## src/rtl/usc_pkg.sv

```systemverilog
// Package of constants and types for the serial core
// Assumes a single APB clock domain and word-aligned register access
package usc_pkg;
   // ---------------------------------------------------------------
   // Register byte offsets
   // ---------------------------------------------------------------
   localparam logic [7:0] USC_DATA_OFS    = 8'h00;
   localparam logic [7:0] USC_MODE_OFS    = 8'h04;
   localparam logic [7:0] USC_PER_OFS     = 8'h08;
   localparam logic [7:0] USC_FRAC_OFS    = 8'h0C;
   localparam logic [7:0] USC_CFG_OFS     = 8'h10;
   localparam logic [7:0] USC_STAT_OFS    = 8'h14;
   // ---------------------------------------------------------------
   // Field positions and values
   // ---------------------------------------------------------------
   localparam int         USC_CFG_RTS     = 0;
   localparam int         USC_CFG_FLOW    = 1;
   localparam int         USC_CFG_8BIT    = 2;
   localparam int         USC_CFG_2STP    = 3;
   localparam int         USC_CFG_PAR     = 4;
   localparam int         USC_CFG_ODD     = 5;
   localparam int         USC_CFG_AUTO    = 6;
   localparam logic [2:0] USC_MODE_ASYNC  = 3'h1;
   localparam logic [2:0] USC_MODE_RST    = 3'h0;
   localparam logic [15:0] USC_PER_RST    = 16'h0008;
   localparam logic [6:0] USC_CFG_RST     = 7'h00;
   localparam logic [2:0] USC_FIFO_DEPTH  = 3'h4;
   localparam logic [2:0] USC_RTS_LIMIT   = 3'h2;
   // ---------------------------------------------------------------
   // State types
   // ---------------------------------------------------------------
   typedef enum logic [2:0] {
      USC_IDLE, USC_START, USC_DATA, USC_PAR, USC_STOP
   } usc_state_type;
endpackage

```

## src/rtl/usc_core.sv

```systemverilog
// Asynchronous serial transmitter and receiver with APB registers
// Assumes APB master on REF_CLK_IN and line inputs synchronous to it
// Notes on behaviour
// - Function select value 1 enables operation
// - Only first instance holds the function
// - Bit time is 2N plus F cycles
// - Width bit picks 7 or 8 data
// - Stop bit picks one or two stops
// - Receiver needs only one stop bit
// - Parity enable adds parity both directions
// - Even is XOR of data, odd inverts
// - Start, LSB first data, parity, stops
// - Frame spans 9 to 12 bit times
// - Line idles high, low level seen in idle starts receive
// - Separate four-entry transmit and receive FIFOs
// - Data write pushes transmit FIFO
// - Data read pops oldest receive entry
// - DMA channels share both FIFOs
// - Handshake drives ready out, samples permit
// - Handshake pins used only when enabled
// - Permit gates new character, not current one
// - Auto ready low while room for two
// - Otherwise ready follows software level
module usc_core
   import usc_pkg::*;
#(
   parameter bit HAS_ASYNC = 1'b1
) (
   // Clock and reset
   input  wire logic        REF_CLK_IN,
   input  wire logic        NRST_IN,
   // APB slave
   input  wire logic        PSEL_IN,
   input  wire logic        PENABLE_IN,
   input  wire logic        PWRITE_IN,
   input  wire logic [7:0]  PADDR_IN,
   input  wire logic [31:0] PWDATA_IN,
   output logic      [31:0] PRDATA_OUT,
   output logic             PREADY_OUT,
   output logic             PSLVERR_OUT,
   // DMA channels
   input  wire logic        TX_DMA_REQ_IN,
   input  wire logic [7:0]  TX_DMA_DATA_IN,
   output logic             TX_DMA_ACK_OUT,
   input  wire logic        RX_DMA_REQ_IN,
   output logic             RX_DMA_ACK_OUT,
   output logic      [7:0]  RX_DMA_DATA_OUT,
   // Serial line
   output logic             TXD_OUT,
   input  wire logic        RXD_IN,
   input  wire logic        TX_PERMIT_N_IN,
   output logic             RX_READY_REQUEST_N_OUT
);
   // ---------------------------------------------------------------
   // Registers and bus decode
   // ---------------------------------------------------------------
   logic [2:0]  function_select_q;
   logic [15:0] baud_integer_divisor_q;
   logic        baud_fraction_bit_q;
   logic [6:0]  async_config_word_q;
   logic        pready_q;
   logic [31:0] prdata_q;
   logic        pslverr_q;
   logic        enabled;
   logic        hs_en;
   logic [16:0] period;
   logic        apb_done;
   logic        data_wr;
   logic        data_rd;
   logic        mapped;
   logic [7:0]  tx_mem [0:3];
   logic [1:0]  tx_wp_q;
   logic [1:0]  tx_rp_q;
   logic [2:0]  tx_cnt_q;
   logic [9:0]  rx_mem [0:3];
   logic [1:0]  rx_wp_q;
   logic [1:0]  rx_rp_q;
   logic [2:0]  rx_cnt_q;
   logic        rx_ovf_q;
   logic        tx_push;
   logic        tx_pop;
   logic        rx_push;
   logic        rx_pop;
   logic        dma_tx_go;
   logic        dma_rx_go;
   logic [9:0]  rx_word;
   usc_state_type tx_st_q;

   assign enabled = HAS_ASYNC && function_select_q == USC_MODE_ASYNC;
   assign hs_en   = enabled && async_config_word_q[USC_CFG_FLOW];
   assign period  = {baud_integer_divisor_q, 1'b0}
                  + {16'h0000, baud_fraction_bit_q};
   assign apb_done = PSEL_IN && PENABLE_IN && pready_q;
   assign mapped   = PADDR_IN <= USC_STAT_OFS && PADDR_IN[1:0] == 2'b00;
   assign data_wr  = apb_done && PWRITE_IN && PADDR_IN == USC_DATA_OFS;
   assign data_rd  = apb_done && !PWRITE_IN && PADDR_IN == USC_DATA_OFS;

   always_ff @(posedge REF_CLK_IN) begin
      if (!NRST_IN) begin
         pready_q  <= 1'b0;
         pslverr_q <= 1'b0;
         prdata_q  <= 32'h0000_0000;
      end else begin
         pready_q  <= PSEL_IN && !PENABLE_IN;
         pslverr_q <= PSEL_IN && !PENABLE_IN && !mapped;
         if (PSEL_IN && !PENABLE_IN) begin
            if (PADDR_IN == USC_DATA_OFS) begin
               prdata_q <= {24'h00_0000, rx_mem[rx_rp_q][7:0]};
            end else if (PADDR_IN == USC_MODE_OFS) begin
               prdata_q <= {29'h0000_0000, function_select_q};
            end else if (PADDR_IN == USC_PER_OFS) begin
               prdata_q <= {16'h0000, baud_integer_divisor_q};
            end else if (PADDR_IN == USC_FRAC_OFS) begin
               prdata_q <= {31'h0000_0000, baud_fraction_bit_q};
            end else if (PADDR_IN == USC_CFG_OFS) begin
               prdata_q <= {25'h000_0000, async_config_word_q};
            end else if (PADDR_IN == USC_STAT_OFS) begin
               prdata_q <= {25'h000_0000,
                  tx_cnt_q == 3'h0 && tx_st_q == USC_IDLE,
                  rx_cnt_q != 3'h0 && rx_mem[rx_rp_q][9],
                  rx_cnt_q != 3'h0 && rx_mem[rx_rp_q][8],
                  rx_ovf_q, tx_cnt_q != USC_FIFO_DEPTH,
                  rx_cnt_q != 3'h0, TX_PERMIT_N_IN};
            end else begin
               prdata_q <= 32'h0000_0000;
            end
         end
      end
   end

   always_ff @(posedge REF_CLK_IN) begin
      if (!NRST_IN) begin
         function_select_q     <= USC_MODE_RST;
         baud_integer_divisor_q <= USC_PER_RST;
         baud_fraction_bit_q   <= 1'b0;
         async_config_word_q   <= USC_CFG_RST;
      end else if (apb_done && PWRITE_IN) begin
         if (PADDR_IN == USC_MODE_OFS) begin
            function_select_q <= PWDATA_IN[2:0];
         end else if (PADDR_IN == USC_PER_OFS) begin
            baud_integer_divisor_q <= PWDATA_IN[15:0];
         end else if (PADDR_IN == USC_FRAC_OFS) begin
            baud_fraction_bit_q <= PWDATA_IN[0];
         end else if (PADDR_IN == USC_CFG_OFS) begin
            async_config_word_q <= PWDATA_IN[6:0];
         end
      end
   end

   // ---------------------------------------------------------------
   // FIFOs shared by software and DMA
   // ---------------------------------------------------------------
   logic tx_pop_req;
   assign dma_tx_go = TX_DMA_REQ_IN && !data_wr && !TX_DMA_ACK_OUT
                    && tx_cnt_q != USC_FIFO_DEPTH;
   assign tx_push   = (data_wr && tx_cnt_q != USC_FIFO_DEPTH)
                    || dma_tx_go;
   assign tx_pop    = tx_pop_req;
   assign dma_rx_go = RX_DMA_REQ_IN && !data_rd && !RX_DMA_ACK_OUT
                    && rx_cnt_q != 3'h0;
   assign rx_pop    = (data_rd && rx_cnt_q != 3'h0) || dma_rx_go;

   always_ff @(posedge REF_CLK_IN) begin
      if (!NRST_IN) begin
         tx_wp_q        <= 2'h0;
         tx_rp_q        <= 2'h0;
         tx_cnt_q       <= 3'h0;
         TX_DMA_ACK_OUT <= 1'b0;
      end else begin
         TX_DMA_ACK_OUT <= dma_tx_go;
         if (tx_push) begin
            tx_mem[tx_wp_q] <= dma_tx_go ? TX_DMA_DATA_IN : PWDATA_IN[7:0];
            tx_wp_q         <= tx_wp_q + 2'h1;
         end
         if (tx_pop) begin
            tx_rp_q <= tx_rp_q + 2'h1;
         end
         tx_cnt_q <= tx_cnt_q + {2'h0, tx_push} - {2'h0, tx_pop};
      end
   end

   always_ff @(posedge REF_CLK_IN) begin
      if (!NRST_IN) begin
         rx_wp_q         <= 2'h0;
         rx_rp_q         <= 2'h0;
         rx_cnt_q        <= 3'h0;
         rx_ovf_q        <= 1'b0;
         RX_DMA_ACK_OUT  <= 1'b0;
         RX_DMA_DATA_OUT <= 8'h00;
      end else begin
         RX_DMA_ACK_OUT <= dma_rx_go;
         if (dma_rx_go) begin
            RX_DMA_DATA_OUT <= rx_mem[rx_rp_q][7:0];
         end
         if (rx_push && rx_cnt_q != USC_FIFO_DEPTH) begin
            rx_mem[rx_wp_q] <= rx_word;
            rx_wp_q         <= rx_wp_q + 2'h1;
         end
         if (rx_pop) begin
            rx_rp_q <= rx_rp_q + 2'h1;
         end
         rx_cnt_q <= rx_cnt_q
                   + {2'h0, rx_push && rx_cnt_q != USC_FIFO_DEPTH}
                   - {2'h0, rx_pop};
         if (rx_push && rx_cnt_q == USC_FIFO_DEPTH) begin
            rx_ovf_q <= 1'b1;
         end else if (data_rd) begin
            rx_ovf_q <= 1'b0;
         end
      end
   end

   // ---------------------------------------------------------------
   // Transmitter
   // ---------------------------------------------------------------
   logic [16:0]   tx_tmr_q;
   logic [2:0]    tx_bit_q;
   logic [7:0]    tx_sh_q;
   logic          tx_par_q;
   logic          tx_stop2_q;
   logic          tx_may_go;
   logic [7:0]    tx_head;
   logic [2:0]    last_bit;

   assign last_bit  = async_config_word_q[USC_CFG_8BIT] ? 3'h7 : 3'h6;
   assign tx_head   = async_config_word_q[USC_CFG_8BIT] ? tx_mem[tx_rp_q]
                    : {1'b0, tx_mem[tx_rp_q][6:0]};
   assign tx_may_go = enabled && tx_cnt_q != 3'h0
                    && (!hs_en || !TX_PERMIT_N_IN);
   assign tx_pop_req = tx_st_q == USC_IDLE && tx_may_go;

   always_ff @(posedge REF_CLK_IN) begin
      if (!NRST_IN) begin
         tx_st_q    <= USC_IDLE;
         tx_tmr_q   <= 17'h0_0000;
         tx_bit_q   <= 3'h0;
         tx_sh_q    <= 8'h00;
         tx_par_q   <= 1'b0;
         tx_stop2_q <= 1'b0;
         TXD_OUT    <= 1'b1;
      end else if (tx_st_q == USC_IDLE) begin
         TXD_OUT <= 1'b1;
         if (tx_may_go) begin
            tx_sh_q    <= tx_head;
            tx_par_q   <= ^tx_head
                        ^ async_config_word_q[USC_CFG_ODD];
            tx_stop2_q <= async_config_word_q[USC_CFG_2STP];
            tx_tmr_q   <= period - 17'h0_0001;
            TXD_OUT    <= 1'b0;
            tx_st_q    <= USC_START;
         end
      end else if (tx_tmr_q != 17'h0_0000) begin
         tx_tmr_q <= tx_tmr_q - 17'h0_0001;
      end else begin
         tx_tmr_q <= period - 17'h0_0001;
         case (tx_st_q)
            USC_START: begin
               TXD_OUT  <= tx_sh_q[0];
               tx_sh_q  <= tx_sh_q >> 1;
               tx_bit_q <= 3'h0;
               tx_st_q  <= USC_DATA;
            end
            USC_DATA: begin
               if (tx_bit_q != last_bit) begin
                  TXD_OUT  <= tx_sh_q[0];
                  tx_sh_q  <= tx_sh_q >> 1;
                  tx_bit_q <= tx_bit_q + 3'h1;
               end else if (async_config_word_q[USC_CFG_PAR]) begin
                  TXD_OUT <= tx_par_q;
                  tx_st_q <= USC_PAR;
               end else begin
                  TXD_OUT <= 1'b1;
                  tx_st_q <= USC_STOP;
               end
            end
            USC_PAR: begin
               TXD_OUT <= 1'b1;
               tx_st_q <= USC_STOP;
            end
            USC_STOP: begin
               if (tx_stop2_q) begin
                  tx_stop2_q <= 1'b0;
               end else begin
                  tx_st_q <= USC_IDLE;
               end
            end
            default: begin
               tx_st_q <= USC_IDLE;
            end
         endcase
      end
   end

   // ---------------------------------------------------------------
   // Receiver
   // ---------------------------------------------------------------
   usc_state_type rx_st_q;
   logic [16:0]   rx_tmr_q;
   logic [2:0]    rx_bit_q;
   logic [7:0]    rx_sh_q;
   logic          rx_perr_q;
   logic          rx_done_q;
   logic          rx_ferr_q;

   assign rx_push = rx_done_q;
   assign rx_word = {rx_perr_q, rx_ferr_q, rx_sh_q};

   always_ff @(posedge REF_CLK_IN) begin
      if (!NRST_IN) begin
         rx_st_q   <= USC_IDLE;
         rx_tmr_q  <= 17'h0_0000;
         rx_bit_q  <= 3'h0;
         rx_sh_q   <= 8'h00;
         rx_perr_q <= 1'b0;
         rx_ferr_q <= 1'b0;
         rx_done_q <= 1'b0;
      end else begin
         rx_done_q <= 1'b0;
         if (!enabled) begin
            rx_st_q <= USC_IDLE;
         end else if (rx_st_q == USC_IDLE) begin
            if (!RXD_IN) begin
               rx_tmr_q <= {1'b0, baud_integer_divisor_q}
                         - 17'h0_0001;
               rx_st_q  <= USC_START;
            end
         end else if (rx_tmr_q != 17'h0_0000) begin
            rx_tmr_q <= rx_tmr_q - 17'h0_0001;
         end else begin
            rx_tmr_q <= period - 17'h0_0001;
            case (rx_st_q)
               USC_START: begin
                  rx_bit_q  <= 3'h0;
                  rx_sh_q   <= 8'h00;
                  rx_perr_q <= 1'b0;
                  rx_st_q   <= RXD_IN ? USC_IDLE : USC_DATA;
               end
               USC_DATA: begin
                  rx_sh_q[rx_bit_q] <= RXD_IN;
                  rx_bit_q          <= rx_bit_q + 3'h1;
                  if (rx_bit_q == last_bit) begin
                     rx_st_q <= async_config_word_q[USC_CFG_PAR]
                              ? USC_PAR : USC_STOP;
                  end
               end
               USC_PAR: begin
                  rx_perr_q <= RXD_IN ^ (^rx_sh_q)
                             ^ async_config_word_q[USC_CFG_ODD];
                  rx_st_q   <= USC_STOP;
               end
               default: begin
                  rx_ferr_q <= !RXD_IN;
                  rx_done_q <= 1'b1;
                  rx_st_q   <= USC_IDLE;
               end
            endcase
         end
      end
   end

   // ---------------------------------------------------------------
   // Handshake output
   // ---------------------------------------------------------------
   always_ff @(posedge REF_CLK_IN) begin
      if (!NRST_IN) begin
         RX_READY_REQUEST_N_OUT <= 1'b1;
      end else if (!hs_en) begin
         RX_READY_REQUEST_N_OUT <= 1'b1;
      end else if (async_config_word_q[USC_CFG_AUTO]) begin
         RX_READY_REQUEST_N_OUT <= rx_cnt_q > USC_RTS_LIMIT;
      end else begin
         RX_READY_REQUEST_N_OUT <=
            async_config_word_q[USC_CFG_RTS];
      end
   end

   assign PRDATA_OUT  = prdata_q;
   assign PREADY_OUT  = pready_q;
   assign PSLVERR_OUT = pslverr_q;

   // ---------------------------------------------------------------
   // Checks
   // ---------------------------------------------------------------
   logic [16:0] start_len_q;
   always_ff @(posedge REF_CLK_IN) begin
      if (!NRST_IN || tx_st_q != USC_START) begin
         start_len_q <= 17'h0_0000;
      end else begin
         start_len_q <= start_len_q + 17'h0_0001;
      end
   end

   mode_gate_a: assert property (@(posedge REF_CLK_IN) disable iff (!NRST_IN)
      (tx_st_q == USC_IDLE && !enabled) |=> tx_st_q == USC_IDLE)
      else $error("transmitter started while disabled");
   idle_line_a: assert property (@(posedge REF_CLK_IN) disable iff (!NRST_IN)
      tx_st_q == USC_IDLE |-> TXD_OUT)
      else $error("line not high while idle");
   start_low_a: assert property (@(posedge REF_CLK_IN) disable iff (!NRST_IN)
      tx_st_q == USC_START |-> !TXD_OUT)
      else $error("start bit not low");
   permit_hold_a: assert property (@(posedge REF_CLK_IN) disable iff (!NRST_IN)
      (tx_st_q == USC_IDLE && hs_en && TX_PERMIT_N_IN)
      |=> tx_st_q == USC_IDLE)
      else $error("character began without permit");
   ready_auto_a: assert property (@(posedge REF_CLK_IN) disable iff (!NRST_IN)
      (hs_en && async_config_word_q[USC_CFG_AUTO]) |=>
      RX_READY_REQUEST_N_OUT == ($past(rx_cnt_q) > USC_RTS_LIMIT))
      else $error("auto ready level wrong");
   ready_soft_a: assert property (@(posedge REF_CLK_IN) disable iff (!NRST_IN)
      (hs_en && !async_config_word_q[USC_CFG_AUTO]) |=>
      RX_READY_REQUEST_N_OUT == $past(async_config_word_q[USC_CFG_RTS]))
      else $error("soft ready level wrong");
   fifo_bound_a: assert property (@(posedge REF_CLK_IN) disable iff (!NRST_IN)
      tx_cnt_q <= USC_FIFO_DEPTH && rx_cnt_q <= USC_FIFO_DEPTH)
      else $error("fifo count out of range");
   bit_time_a: assert property (@(posedge REF_CLK_IN) disable iff (!NRST_IN)
      (tx_st_q == USC_START && tx_tmr_q == 17'h0_0000) |->
      start_len_q == period - 17'h0_0001)
      else $error("start bit length wrong");
endmodule

```

## config.mk

```make
export PLATFORM = sky130hd
export DESIGN_NAME = usc_core
export DESIGN_NICKNAME = d
export VERILOG_FILES = /design/src/rtl/usc_pkg.sv /design/src/rtl/usc_core.sv
export SDC_FILE = /design/constraint.sdc
export NUM_CORES = 1
export LEC_CHECK = 0
export BUFFER_PORTS_ARGS = -buffer_cell sky130_fd_sc_hd__buf_2
export CORE_AREA = 3 3 199 142
export CTS_BUF_LIST = sky130_fd_sc_hd__clkbuf_4
export CTS_CLUSTER_SIZE = 24
export DETAILED_ROUTE_END_ITERATION = 10
export DIE_AREA = 0 0 202 145
export PLACE_DENSITY = 0.71
export SLEW_MARGIN = 20
export SYNTH_ARGS = -nofsm -noshare
export SYNTH_HDL_FRONTEND = slang
export SYNTH_SLANG_ARGS = --single-unit
```

## constraint.sdc

```tcl
create_clock -name REF_CLK_IN -period 3 [get_ports REF_CLK_IN]
set_input_delay 0.45 -clock REF_CLK_IN [delete_from_list [all_inputs] [get_ports REF_CLK_IN]]
set_output_delay 0.45 -clock REF_CLK_IN [all_outputs]
set_load 0.01 [all_outputs]
```

**Word level (Yosys, flattened, before mapping)**

Memories as Yosys holds them, arrays and structs flattened. A register that Yosys moved wholly into a read port is not among the register bits.
Index checks and enable logic that the tools add are counted.

- Memories kept: 2
- Memory bits (writable): 72
- Output and inout port bits: 46
- Register bits: 155

- Multiplexer cells: 65
- $add $sub $neg: 15
- $lt $le $gt $ge: 4
- Equal/unequal tests: 27
- Reductions and logical operators: 77
- Bitwise operators: 13

Memory list:

| name | depth | bits a word | read ports | clocked after memory_dff | wr ports | line | source |
|---|---|---|---|---|---|---|---|
| rx_mem | 4 | 10 | 1 | 1 | 1 | usc_core.sv:75 | `logic [9:0] rx_mem [0:3];` |
| tx_mem | 4 | 8 | 1 | 1 | 1 | usc_core.sv:71 | `logic [7:0] tx_mem [0:3];` |

Operators by type and width:

| kind | count |
|---|---|
| $mux W17 | 6 |
| $sub A17 B1 Y17 const B | 3 |
| $mux W16 | 3 |
| $mux W8 | 6 |
| $reduce_bool A17 Y1 | 2 |
| $mux W3 | 11 |
| $pmux W8 S2 | 2 |
| $reduce_and A4 Y1 | 7 |
| $logic_and A1 B1 Y1 | 27 |
| $mux W1 | 21 |
| $mux W7 | 3 |
| $ne A3 B3 Y1 const B | 6 |
| $add A17 B1 Y17 | 1 |
| $sub A16 B1 Y17 const B | 1 |
| $eq A8 B4 Y1 const B | 2 |
| $eq A8 B5 Y1 const B | 2 |
| $reduce_xor A8 Y1 | 2 |
| $eq A3 B2 Y1 const B | 4 |
| $pmux W3 S2 | 2 |
| $pmux W3 S4 | 1 |
| $reduce_and A2 Y1 | 6 |
| $logic_not A1 Y1 | 10 |
| $mux W2 | 5 |
| $ne A2 B2 Y1 const B | 5 |
| other kinds (31) | 63 |

**Longest topological paths before layout**

Gate-level depths: netlist of the first run.

- Depth in word-level cells: 12
- Gate-level depth with buffers: 11
- Mapped depth without buffers: 10

**Least setup slack after synthesis of the first run**

OpenSTA, ideal clock, no wires.

- Path kind: input to register
- Start point: input port PADDR_IN[1]
- End point: register tx_cnt_q[2]
- Setup time: 128 ps
- Path slack: 130 ps
- Cell stages on the path: 10
- Arrival time: 2742 ps
- Data required time: 2872 ps
- Cells stage by stage: or4_1 nor3_1 nand3_1 a21oi_1 nand2b_1 nand2_1 ha_1 fa_1 xnor2_1 nor2_1

- Word-level cells in the longest chain between the ends: 9

Ends and longest elaborated chain:

| what | line | source |
|---|---|---|
| start, declared | usc_core.sv:36 | `input wire logic [7:0] PADDR_IN,` |
| $logic_not A8 Y1 * | usc_core.sv:95 | `assign data_wr = apb_done && PWRITE_IN && PADDR_IN == USC_DATA_OFS;` |
| $logic_and A1 B1 Y1 * | usc_core.sv:95 |  |
| $logic_not A1 Y1 | usc_core.sv:154 | `assign dma_tx_go = TX_DMA_REQ_IN && !data_wr && !TX_DMA_ACK_OUT` |
| $logic_and A1 B1 Y1 (2 in a row) | usc_core.sv:154 |  |
| $logic_and A1 B1 Y1 | usc_core.sv:155 | `&& tx_cnt_q != USC_FIFO_DEPTH;` |
| $logic_or A1 B1 Y1 * | usc_core.sv:157 | `\|\| dma_tx_go;` |
| $add A3 B1 Y3 * | usc_core.sv:178 | `tx_cnt_q <= tx_cnt_q + {2'h0, tx_push} - {2'h0, tx_pop};` |
| $sub A3 B1 Y3 * | usc_core.sv:178 |  |
| end signal, assigned | usc_core.sv:178 |  |
| end, declared | usc_core.sv:74 | `logic [2:0] tx_cnt_q;` |

Every way passes the cells marked *; elsewhere a longest branch is shown, timed or not.
A chain may end at the register's enable or synchronous reset.

**Worst setup path in the final report of the first run**

- Start point: register rx_tmr_q[0]
- End point: register rx_sh_q[0]

- Word-level cells in the longest chain between the ends: 3

Ends and longest elaborated chain:

| what | line | source |
|---|---|---|
| start, declared | usc_core.sv:298 | `logic [16:0] rx_tmr_q;` |
| start signal, assigned | usc_core.sv:323 | `rx_tmr_q <= {1'b0, baud_integer_divisor_q}` |
| start signal, assigned | usc_core.sv:328 | `rx_tmr_q <= rx_tmr_q - 17'h0_0001;` |
| start signal, assigned | usc_core.sv:330 | `rx_tmr_q <= period - 17'h0_0001;` |
| $reduce_bool A17 Y1 | usc_core.sv:327 | `end else if (rx_tmr_q != 17'h0_0000) begin` |
| $not A1 Y1 (no line) | n/a |  |
| $reduce_and A4 Y1 (no line) | n/a |  |
| end signal, assigned | usc_core.sv:313 | `rx_sh_q <= 8'h00;` |
| end signal, assigned | usc_core.sv:334 | `rx_sh_q <= 8'h00;` |
| end signal, assigned by index | usc_core.sv:339 | `rx_sh_q[rx_bit_q] <= RXD_IN;` |
| end, declared | usc_core.sv:300 | `logic [7:0] rx_sh_q;` |

Every way passes these cells.

==> results.py, run 1 <==
metrics = {
    "status": {
        "outcome": "finished, final reports clean",
    },
    "synth": {
        "synthCells": 1153,
        "syn_area_per_cell_sq_um": 9.39,
        "synth_edf_count": 72,
        "synthArstFlopShare_pct": 0,
        "synth_ff_type": "dfxtp_1",
        "ys_types": 65,
        "yosys_warnings": 0,
        "synth_top_cell_by_area": "dfxtp_1",
        "synth.top_cell.area_share_pct": 26.4,
        "synth.area.top_cells": "dfxtp_1 (26%), edfxtp_1 (20%), nand2_1 (4.6%), a21oi_1 (4.5%), mux4_2 (3.7%)",
        "syn_area_sq_um": 10800,
        "ys_ff_latch": 215,
        "yosysSeqAreaShare_pct": 46.4,
    },
    "critical_path": {
        "path_buf_inv": 2,
        "r2r_end": "rx_sh_q[0]",
        "arrival_ps": 3440,
        "crit_family": "simple AND/OR/NAND/NOR gates",
        "endpoint": "rx_sh_q[0]",
        "worstSetupStartpointType": "register",
        "slowest_stage": "or4_1",
        "crit_type": "register to register",
        "path_cells": "inv_1, ha_1, or3b_1, or3_4, or4_1, buf_4, nor4_2, mux2i_1, nor2_1",
        "reg2reg_from": "rx_tmr_q[0]",
        "crit_cells": 9,
        "crit_required_ps": 3560,
        "ff2ff_setup_slack_ps": 120,
        "rr_worst_depth": 9,
        "end_kind": "register",
        "cp-startpoint": "rx_tmr_q[0]",
        "crit_fanout": 6,
        "max_stage_delay_ps": 530,
    },
    "job": {
        "drv_cap": 0,
    },
    "final_layout": {
        "layout-drive-gt1-share_pct": 19.3,
        "fin_nets": 1331,
        "instances_no_fill": 1659,
        "final_common_cell": "dfxtp_1",
        "multi_input_area_sq_um": 5360,
        "final_cell_mix": "dfxtp_1 (143), nand2_1 (132), nor2_1 (105), a21oi_1 (97), clkbuf_4 (78)",
        "fill_cells": 2476,
        "syn2layout_area_growth_pct": 14.5,
        "regArea_sq_um": 5020,
        "final_area_sq_um": 12400,
        "fin_util_pct": 46.6,
    },
    "detailed_routing": {
        "drc_errors": 0,
        "drt_iter0_drc": 1075,
        "ant_nets": 0,
        "dr.pass1.iters": 6,
        "wirelength_microns": 29900,
        "vias": 9153,
        "vias_per_cell": 5.52,
        "wl_per_cell_microns": 18.0,
    },
    "floorplanning": {
        "coreArea_sq_um": 26600,
        "die_y_microns": 145,
        "placement_rows": 50,
        "dieArea_sq_um": 29300,
        "start_util_pct": 40.7,
        "die_x_microns": 202,
        "num_io_pins": 103,
    },
    "cts": {
        "h-tree-depth": 2,
        "tritoncts": "built",
        "cts-root-buf": "clkbuf_4",
        "cts_buffers": 51,
        "cts.sinks": 215,
        "clkTransAtPathRegs_ps": 70,
        "clk_latency_ps": 680,
        "ctsLongestPathBuffers": 3,
    },
    "global_route": {
        "grtUsageTotal_pct": 19.9,
        "grt_pass1_wl_microns": 47300,
        "antenna_found_initial": 1,
        "grt_max_degree": 45,
        "grt_remaining_overflow": 0,
        "grt_pass1_vias": 8537,
    },
    "sta": {
        "tns_ps": 0,
        "period_share_pct": 96.0,
        "relSlewSlack_pct": 27.5,
        "finalHoldViolCount": 0,
        "finClkSkew_ps": 28.7,
        "rsz0062_at_grt": "no",
        "setup_viol": 0,
        "maxSlewViolCount": 0,
        "worst_pin_slew_ps": 1080,
        "max_clock_freq_mhz": 347,
        "post-route-min-period_ps": 2880,
    },
    "min_path": {
        "hp-start": "PWDATA_IN[9]",
        "worstHoldPathCells": 3,
        "holdCritPathClass": "input pin to register",
    },
    "placement": {
        "placed_cells": 1562,
        "dp_hpwl_microns": 21500,
        "gp_congestion": 0.935,
        "placed_area_sq_um": 11700,
        "io_buffers": 70,
    },
    "power_and_ir_drop": {
        "power.density_nw_per_um2": 643,
        "finalPower_mw": 7.97,
        "ir_drop_mv": 0.331,
        "p_leak_nw": 4.77,
    },
}
[metal layers]
layer,vias up,share of wire [%],track usage (%)
met5,-,0,0
met4,0,1.6,4.78
met1,4320,47,30.7
met3,49,10,4.82
li1,4344,-,-
met2,440,41,27.9
[worst reg2reg max path: stages (launching register included)]
cell,delay [ps]
dfxtp_1,340
inv_1,90
ha_1,190
or3b_1,410
or3_4,450
or4_1,530
buf_4,190
nor4_2,280
mux2i_1,240
nor2_1,50
[power breakdown]
group / switching [mW] / internal (mW) / total, mW / leakage, nW
Sequential: 0.179 / 3.20 / 3.38 / 1.76
Combinational: 1.31 / 0.877 / 2.19 / 2.62
Clock: 1.21 / 1.19 / 2.40 / 0.385
Total: 2.70 / 5.27 / 7.97 / 4.77
[state kept, by name, summed over array words and instances (netlist names), 2 cells and up, named ones only]
signal,flops
function_select_q,3
tx_rp_q,2
rx_cnt_q,3
tx_wp_q,2
baud_integer_divisor_q,16
PRDATA_OUT,16
tx_st_q,3
tx_mem,32
async_config_word_q,7
rx_bit_q,3
rx_st_q,3
rx_sh_q,8
tx_tmr_q,17
RX_DMA_DATA_OUT,8
rx_wp_q,2
rx_mem,40
rx_rp_q,2
tx_bit_q,3
tx_sh_q,8
tx_cnt_q,3
rx_tmr_q,17
[worst min-delay path by stage]
stage	endpoint	slack (ps)
final	baud_integer_divisor_q[9]	30
after global routing	baud_integer_divisor_q[8]	3
after CTS	baud_integer_divisor_q[9]	6
after detailed placement	PRDATA_OUT[9]	440
after global placement	PRDATA_OUT[10]	440
after floorplan	RX_READY_REQUEST_N_OUT	400
[synth_stat cells, types with 3 or more instances]
master,n
dfxtp_1,143
nand2_1,132
nor2_1,105
a21oi_1,97
edfxtp_1,72
clkbuf_1,69
o21ai_0,55
mux2i_1,38
xnor2_1,34
nor3_1,33
xor2_1,29
nand3_1,28
inv_1,27
or3_1,20
ha_1,19
mux4_2,18
nor4_1,17
buf_4,16
nand4_1,16
nand2b_1,14
a31oi_1,12
or4_1,12
a211oi_1,11
a22oi_1,10
and2_1,10
a21o_1,9
and3_1,8
mux2_2,8
nor2b_1,7
o211ai_1,7
o31ai_1,6
a221oi_1,5
buf_2,5
nor4_2,5
a21boi_0,4
buf_1,4
o311ai_0,4
or2_2,4
nor3b_1,3
o22ai_1,3
[metrics by stage]
| step | setup WS (ps) | hold WS [ps] |
|---|---|---|
| after global routing | 19.9 | 2.62 |
| final | 120 | 34.1 |
| after floorplan | 130 | 395 |
| after global placement | 158 | 437 |
| after CTS | 65.7 | 5.71 |
| after detailed placement | 70.0 | 443 |
[timing repair]
item                                    CTS  global route
hold buffers                              0             1
endpoints found under the hold margin     0             1
endpoints found under the setup margin    0            11
setup buffers                             0             1
resized for setup                         0             1
[area by class of cell]
cell class                      instances  share of cell area (%)
Antenna cell                            1                  0.0202
Multi-Input combinational cell        832                    43.2
Inverter                               27                   0.828
Tap cell                              364                    3.67
Sequential cell                       215                    40.5
Timing Repair Buffer                  126                    6.44
Clock inverter                         16                   0.555
Clock buffer                           78                    4.72
[logic make-up (layout without fill, tap and decap cells)]
family,Yosys count,in the layout,share of synthesized area [%]
AOI/OAI and AO/OA,239,239,13.3
xor gates and xnor gates,64,64,5.30
adders and majority gates,21,21,2.57
buffers and inverters,121,247,4.81
DFF,215,215,46.4
muxes,64,64,8.09
other,1,17,0.0346
and+or+nand+nor,428,428,19.5
No activity file was read; power rests on OpenSTA's default activity.
==> run 2: changes to the inputs <==
--- a/config.mk
+++ b/config.mk
@@ -5,12 +5,13 @@
 export SDC_FILE = /design/constraint.sdc
 export NUM_CORES = 1
 export LEC_CHECK = 0
+export ABC_AREA = 1
 export BUFFER_PORTS_ARGS = -buffer_cell sky130_fd_sc_hd__buf_2
-export CORE_AREA = 3 3 199 142
+export CORE_AREA = 3 3 202 145
 export CTS_BUF_LIST = sky130_fd_sc_hd__clkbuf_4
 export CTS_CLUSTER_SIZE = 24
 export DETAILED_ROUTE_END_ITERATION = 10
-export DIE_AREA = 0 0 202 145
+export DIE_AREA = 0 0 205 148
 export PLACE_DENSITY = 0.71
 export SLEW_MARGIN = 20
 export SYNTH_ARGS = -nofsm -noshare
==> results.py, run 2 <==
metrics = {
    "placement": {
        "dp_hpwl_microns": 22300,
        "io_buffers": 70,
        "gp_congestion": 0.904,
    },
    "floorplanning": {
        "die_x_microns": 205,
        "num_io_pins": 103,
        "start_util_pct": 40.5,
        "dieArea_sq_um": 30300,
        "die_y_microns": 148,
        "placement_rows": 51,
        "coreArea_sq_um": 27600,
    },
    "detailed_routing": {
        "vias": 10331,
        "dr.pass1.iters": 5,
        "drc_errors": 0,
        "drt_iter0_drc": 1207,
        "vias_per_cell": 5.23,
        "wl_per_cell_microns": 15.8,
        "ant_nets": 0,
        "wirelength_microns": 31300,
    },
    "critical_path": {
        "arrival_ps": 3250,
        "reg2reg_from": "function_select_q[0]",
        "r2r_end": "tx_cnt_q[2]",
        "crit_fanout": 12,
        "endpoint": "tx_cnt_q[2]",
        "rr_worst_depth": 14,
        "crit_path_frequent_cell": "inv_2",
        "path_cells": "inv_1, nor3_4, inv_2, o21ai_4, inv_2, nor2_4, inv_2, nand2_1, nand2_1, ha_1, fa_1, inv_1, o21ai_0, a21oi_1",
        "slowest_stage": "dfxtp_1",
        "crit_cells": 14,
        "crit_required_ps": 3590,
        "crit_family": "simple AND/OR/NAND/NOR gates",
        "cp-startpoint": "function_select_q[0]",
        "max_stage_delay_ps": 360,
        "path_buf_inv": 5,
        "end_kind": "register",
        "crit_type": "register to register",
        "ff2ff_setup_slack_ps": 340,
        "worstSetupStartpointType": "register",
    },
    "synth": {
        "synthArstFlopShare_pct": 0,
        "synth_edf_count": 72,
        "ys_types": 56,
        "synth.area.top_cells": "dfxtp_1 (26%), edfxtp_1 (19%), nand2_1 (11%), a21oi_1 (5.9%), inv_1 (5.2%)",
        "syn_area_sq_um": 11200,
        "yosys.cell_count.top_type": "nand2_1",
        "yosys_warnings": 0,
        "synthCells": 1465,
        "synthTopCellsByCount": "nand2_1 (335), inv_1 (156), nor2_1 (155), dfxtp_1 (143), a21oi_1 (132)",
        "yosysSeqAreaShare_pct": 45.0,
        "synth_top_cell_by_area": "dfxtp_1",
        "synth_ff_type": "dfxtp_1",
        "syn_area_per_cell_sq_um": 7.62,
        "ys_ff_latch": 215,
        "synth.top_cell.area_share_pct": 25.6,
    },
    "final_layout": {
        "layout-drive-gt1-share_pct": 13.1,
        "fin_nets": 1636,
        "final_cell_mix": "nand2_1 (335), inv_1 (156), nor2_1 (155), dfxtp_1 (143), a21oi_1 (132)",
        "final_common_cell": "nand2_1",
        "largest_reg_flops": 40,
        "fin_util_pct": 45.6,
        "regMostFlops": "rx_mem",
        "syn2layout_area_growth_pct": 12.5,
        "reg_top3": "rx_mem (40), tx_mem (32)",
    },
    "sta": {
        "max_clock_freq_mhz": 377,
        "finClkSkew_ps": 66.7,
        "post-route-min-period_ps": 2660,
        "finalHoldViolCount": 0,
        "relSlewSlack_pct": 24.7,
        "maxSlewViolCount": 0,
        "rsz0062_at_grt": "no",
        "hold_slack_ps": 44.7,
        "setup_viol": 0,
        "tns_ps": 0,
        "period_share_pct": 88.5,
        "worst_pin_slew_ps": 1120,
    },
    "status": {
        "outcome": "finished, final reports clean",
    },
    "cts": {
        "clkTransAtPathRegs_ps": 80,
        "cts_post_setup_buffers_inserted": 0,
        "cts.sinks": 215,
        "h-tree-depth": 2,
        "cts-root-buf": "clkbuf_4",
        "clk_latency_ps": 720,
        "cts_buffers": 52,
        "ctsLongestPathBuffers": 3,
        "tritoncts": "built",
    },
    "power_and_ir_drop": {
        "power.density_nw_per_um2": 763,
        "ir_drop_mv": 0.383,
        "p_leak_nw": 5.45,
    },
    "global_route": {
        "grt_max_degree": 69,
        "antenna_found_initial": 2,
        "grt_remaining_overflow": 0,
        "grt_pass1_wl_microns": 49600,
        "grt_pass1_vias": 9507,
        "grtUsageTotal_pct": 20.4,
    },
    "min_path": {
        "hp-start": "PWDATA_IN[11]",
        "worstHoldPathCells": 3,
        "holdCritPathClass": "input pin to register",
    },
    "job": {
        "drv_cap": 0,
    },
}
[run 2: cell count changes after synthesis, sizes merged, moves of 15 or more]
cell	delta
nand2	+209
inv	+136
nand3	+61
o21ai	+60
nor2	+58
clkbuf	-40
mux2i	-38
a21oi	+36
nor4	-23
xnor2	-22
or3	-20
nor3	-19
mux4	-18
buf	+15
[run 2: tightest hold or removal path, cell delays in order]
cell     delay (ps)
buf_2            70
o21ai_0          70
a21oi_1         110
[run 2: cells by family after synthesis]
family | share of synthesized area [%]
DFF | 45.0
buffers and inverters | 9.00
xor gates and xnor gates | 3.29
adders and majority gates | 2.49
and+or+nand+nor | 24.3
other | 0.0336
muxes | 0.504
AOI/OAI and AO/OA | 15.4
[run 2: layout make-up]
type                            instances  area (sq um)
Fill cell                            2759         15000
Clock inverter                         25           175
Sequential cell                       215          5020
Tap cell                              371           464
Inverter                              165           621
Timing Repair Buffer                   93           533
Clock buffer                           73           548
Multi-Input combinational cell       1031          5190
Antenna cell                            1          2.50
[run 2: how the worst min path moves through the flow]
stage,to,slack (ps)
after floorplan,register,440
after global placement,PRDATA_OUT[10],450
after detailed placement,PRDATA_OUT[10],460
after CTS,baud_integer_divisor_q[10],1
after global routing,baud_integer_divisor_q[15],40
final,baud_integer_divisor_q[11],40
[run 2: routing by layer]
layer  wire length [microns]  up-vias  track usage, %
met1                   14500     4758            30.3
li1                        -     5050               -
met5                      17        -               0
met4                     721        2            6.62
met2                   12900      453            29.3
met3                    3050       68            4.75
[run 2: power breakdown]
part,total [mW],switching (mW),internal [mW]
Clock,2.64,1.25,1.39
Combinational,3.36,2.25,1.10
Sequential,3.59,0.254,3.34
[run 2: what timing repair did]
item / 4_1_cts / 5_1_grt
resized for setup: 0 / 0
hold buffers: 4 / 0
hold endpoints to repair: 4 / 0
[run 2: stage by stage]
step                setup slack, ps  cells  cell area (sq um)  total power [mW]
finish                          344   1974              12600              9.59
global route                    155   1974              12600              10.3
CTS                             411   1973              12600              9.58
detailed placement              187   1871              11800              6.94
global placement                279   1871              11800              6.83
floorplan                       529   1480              11200              6.13
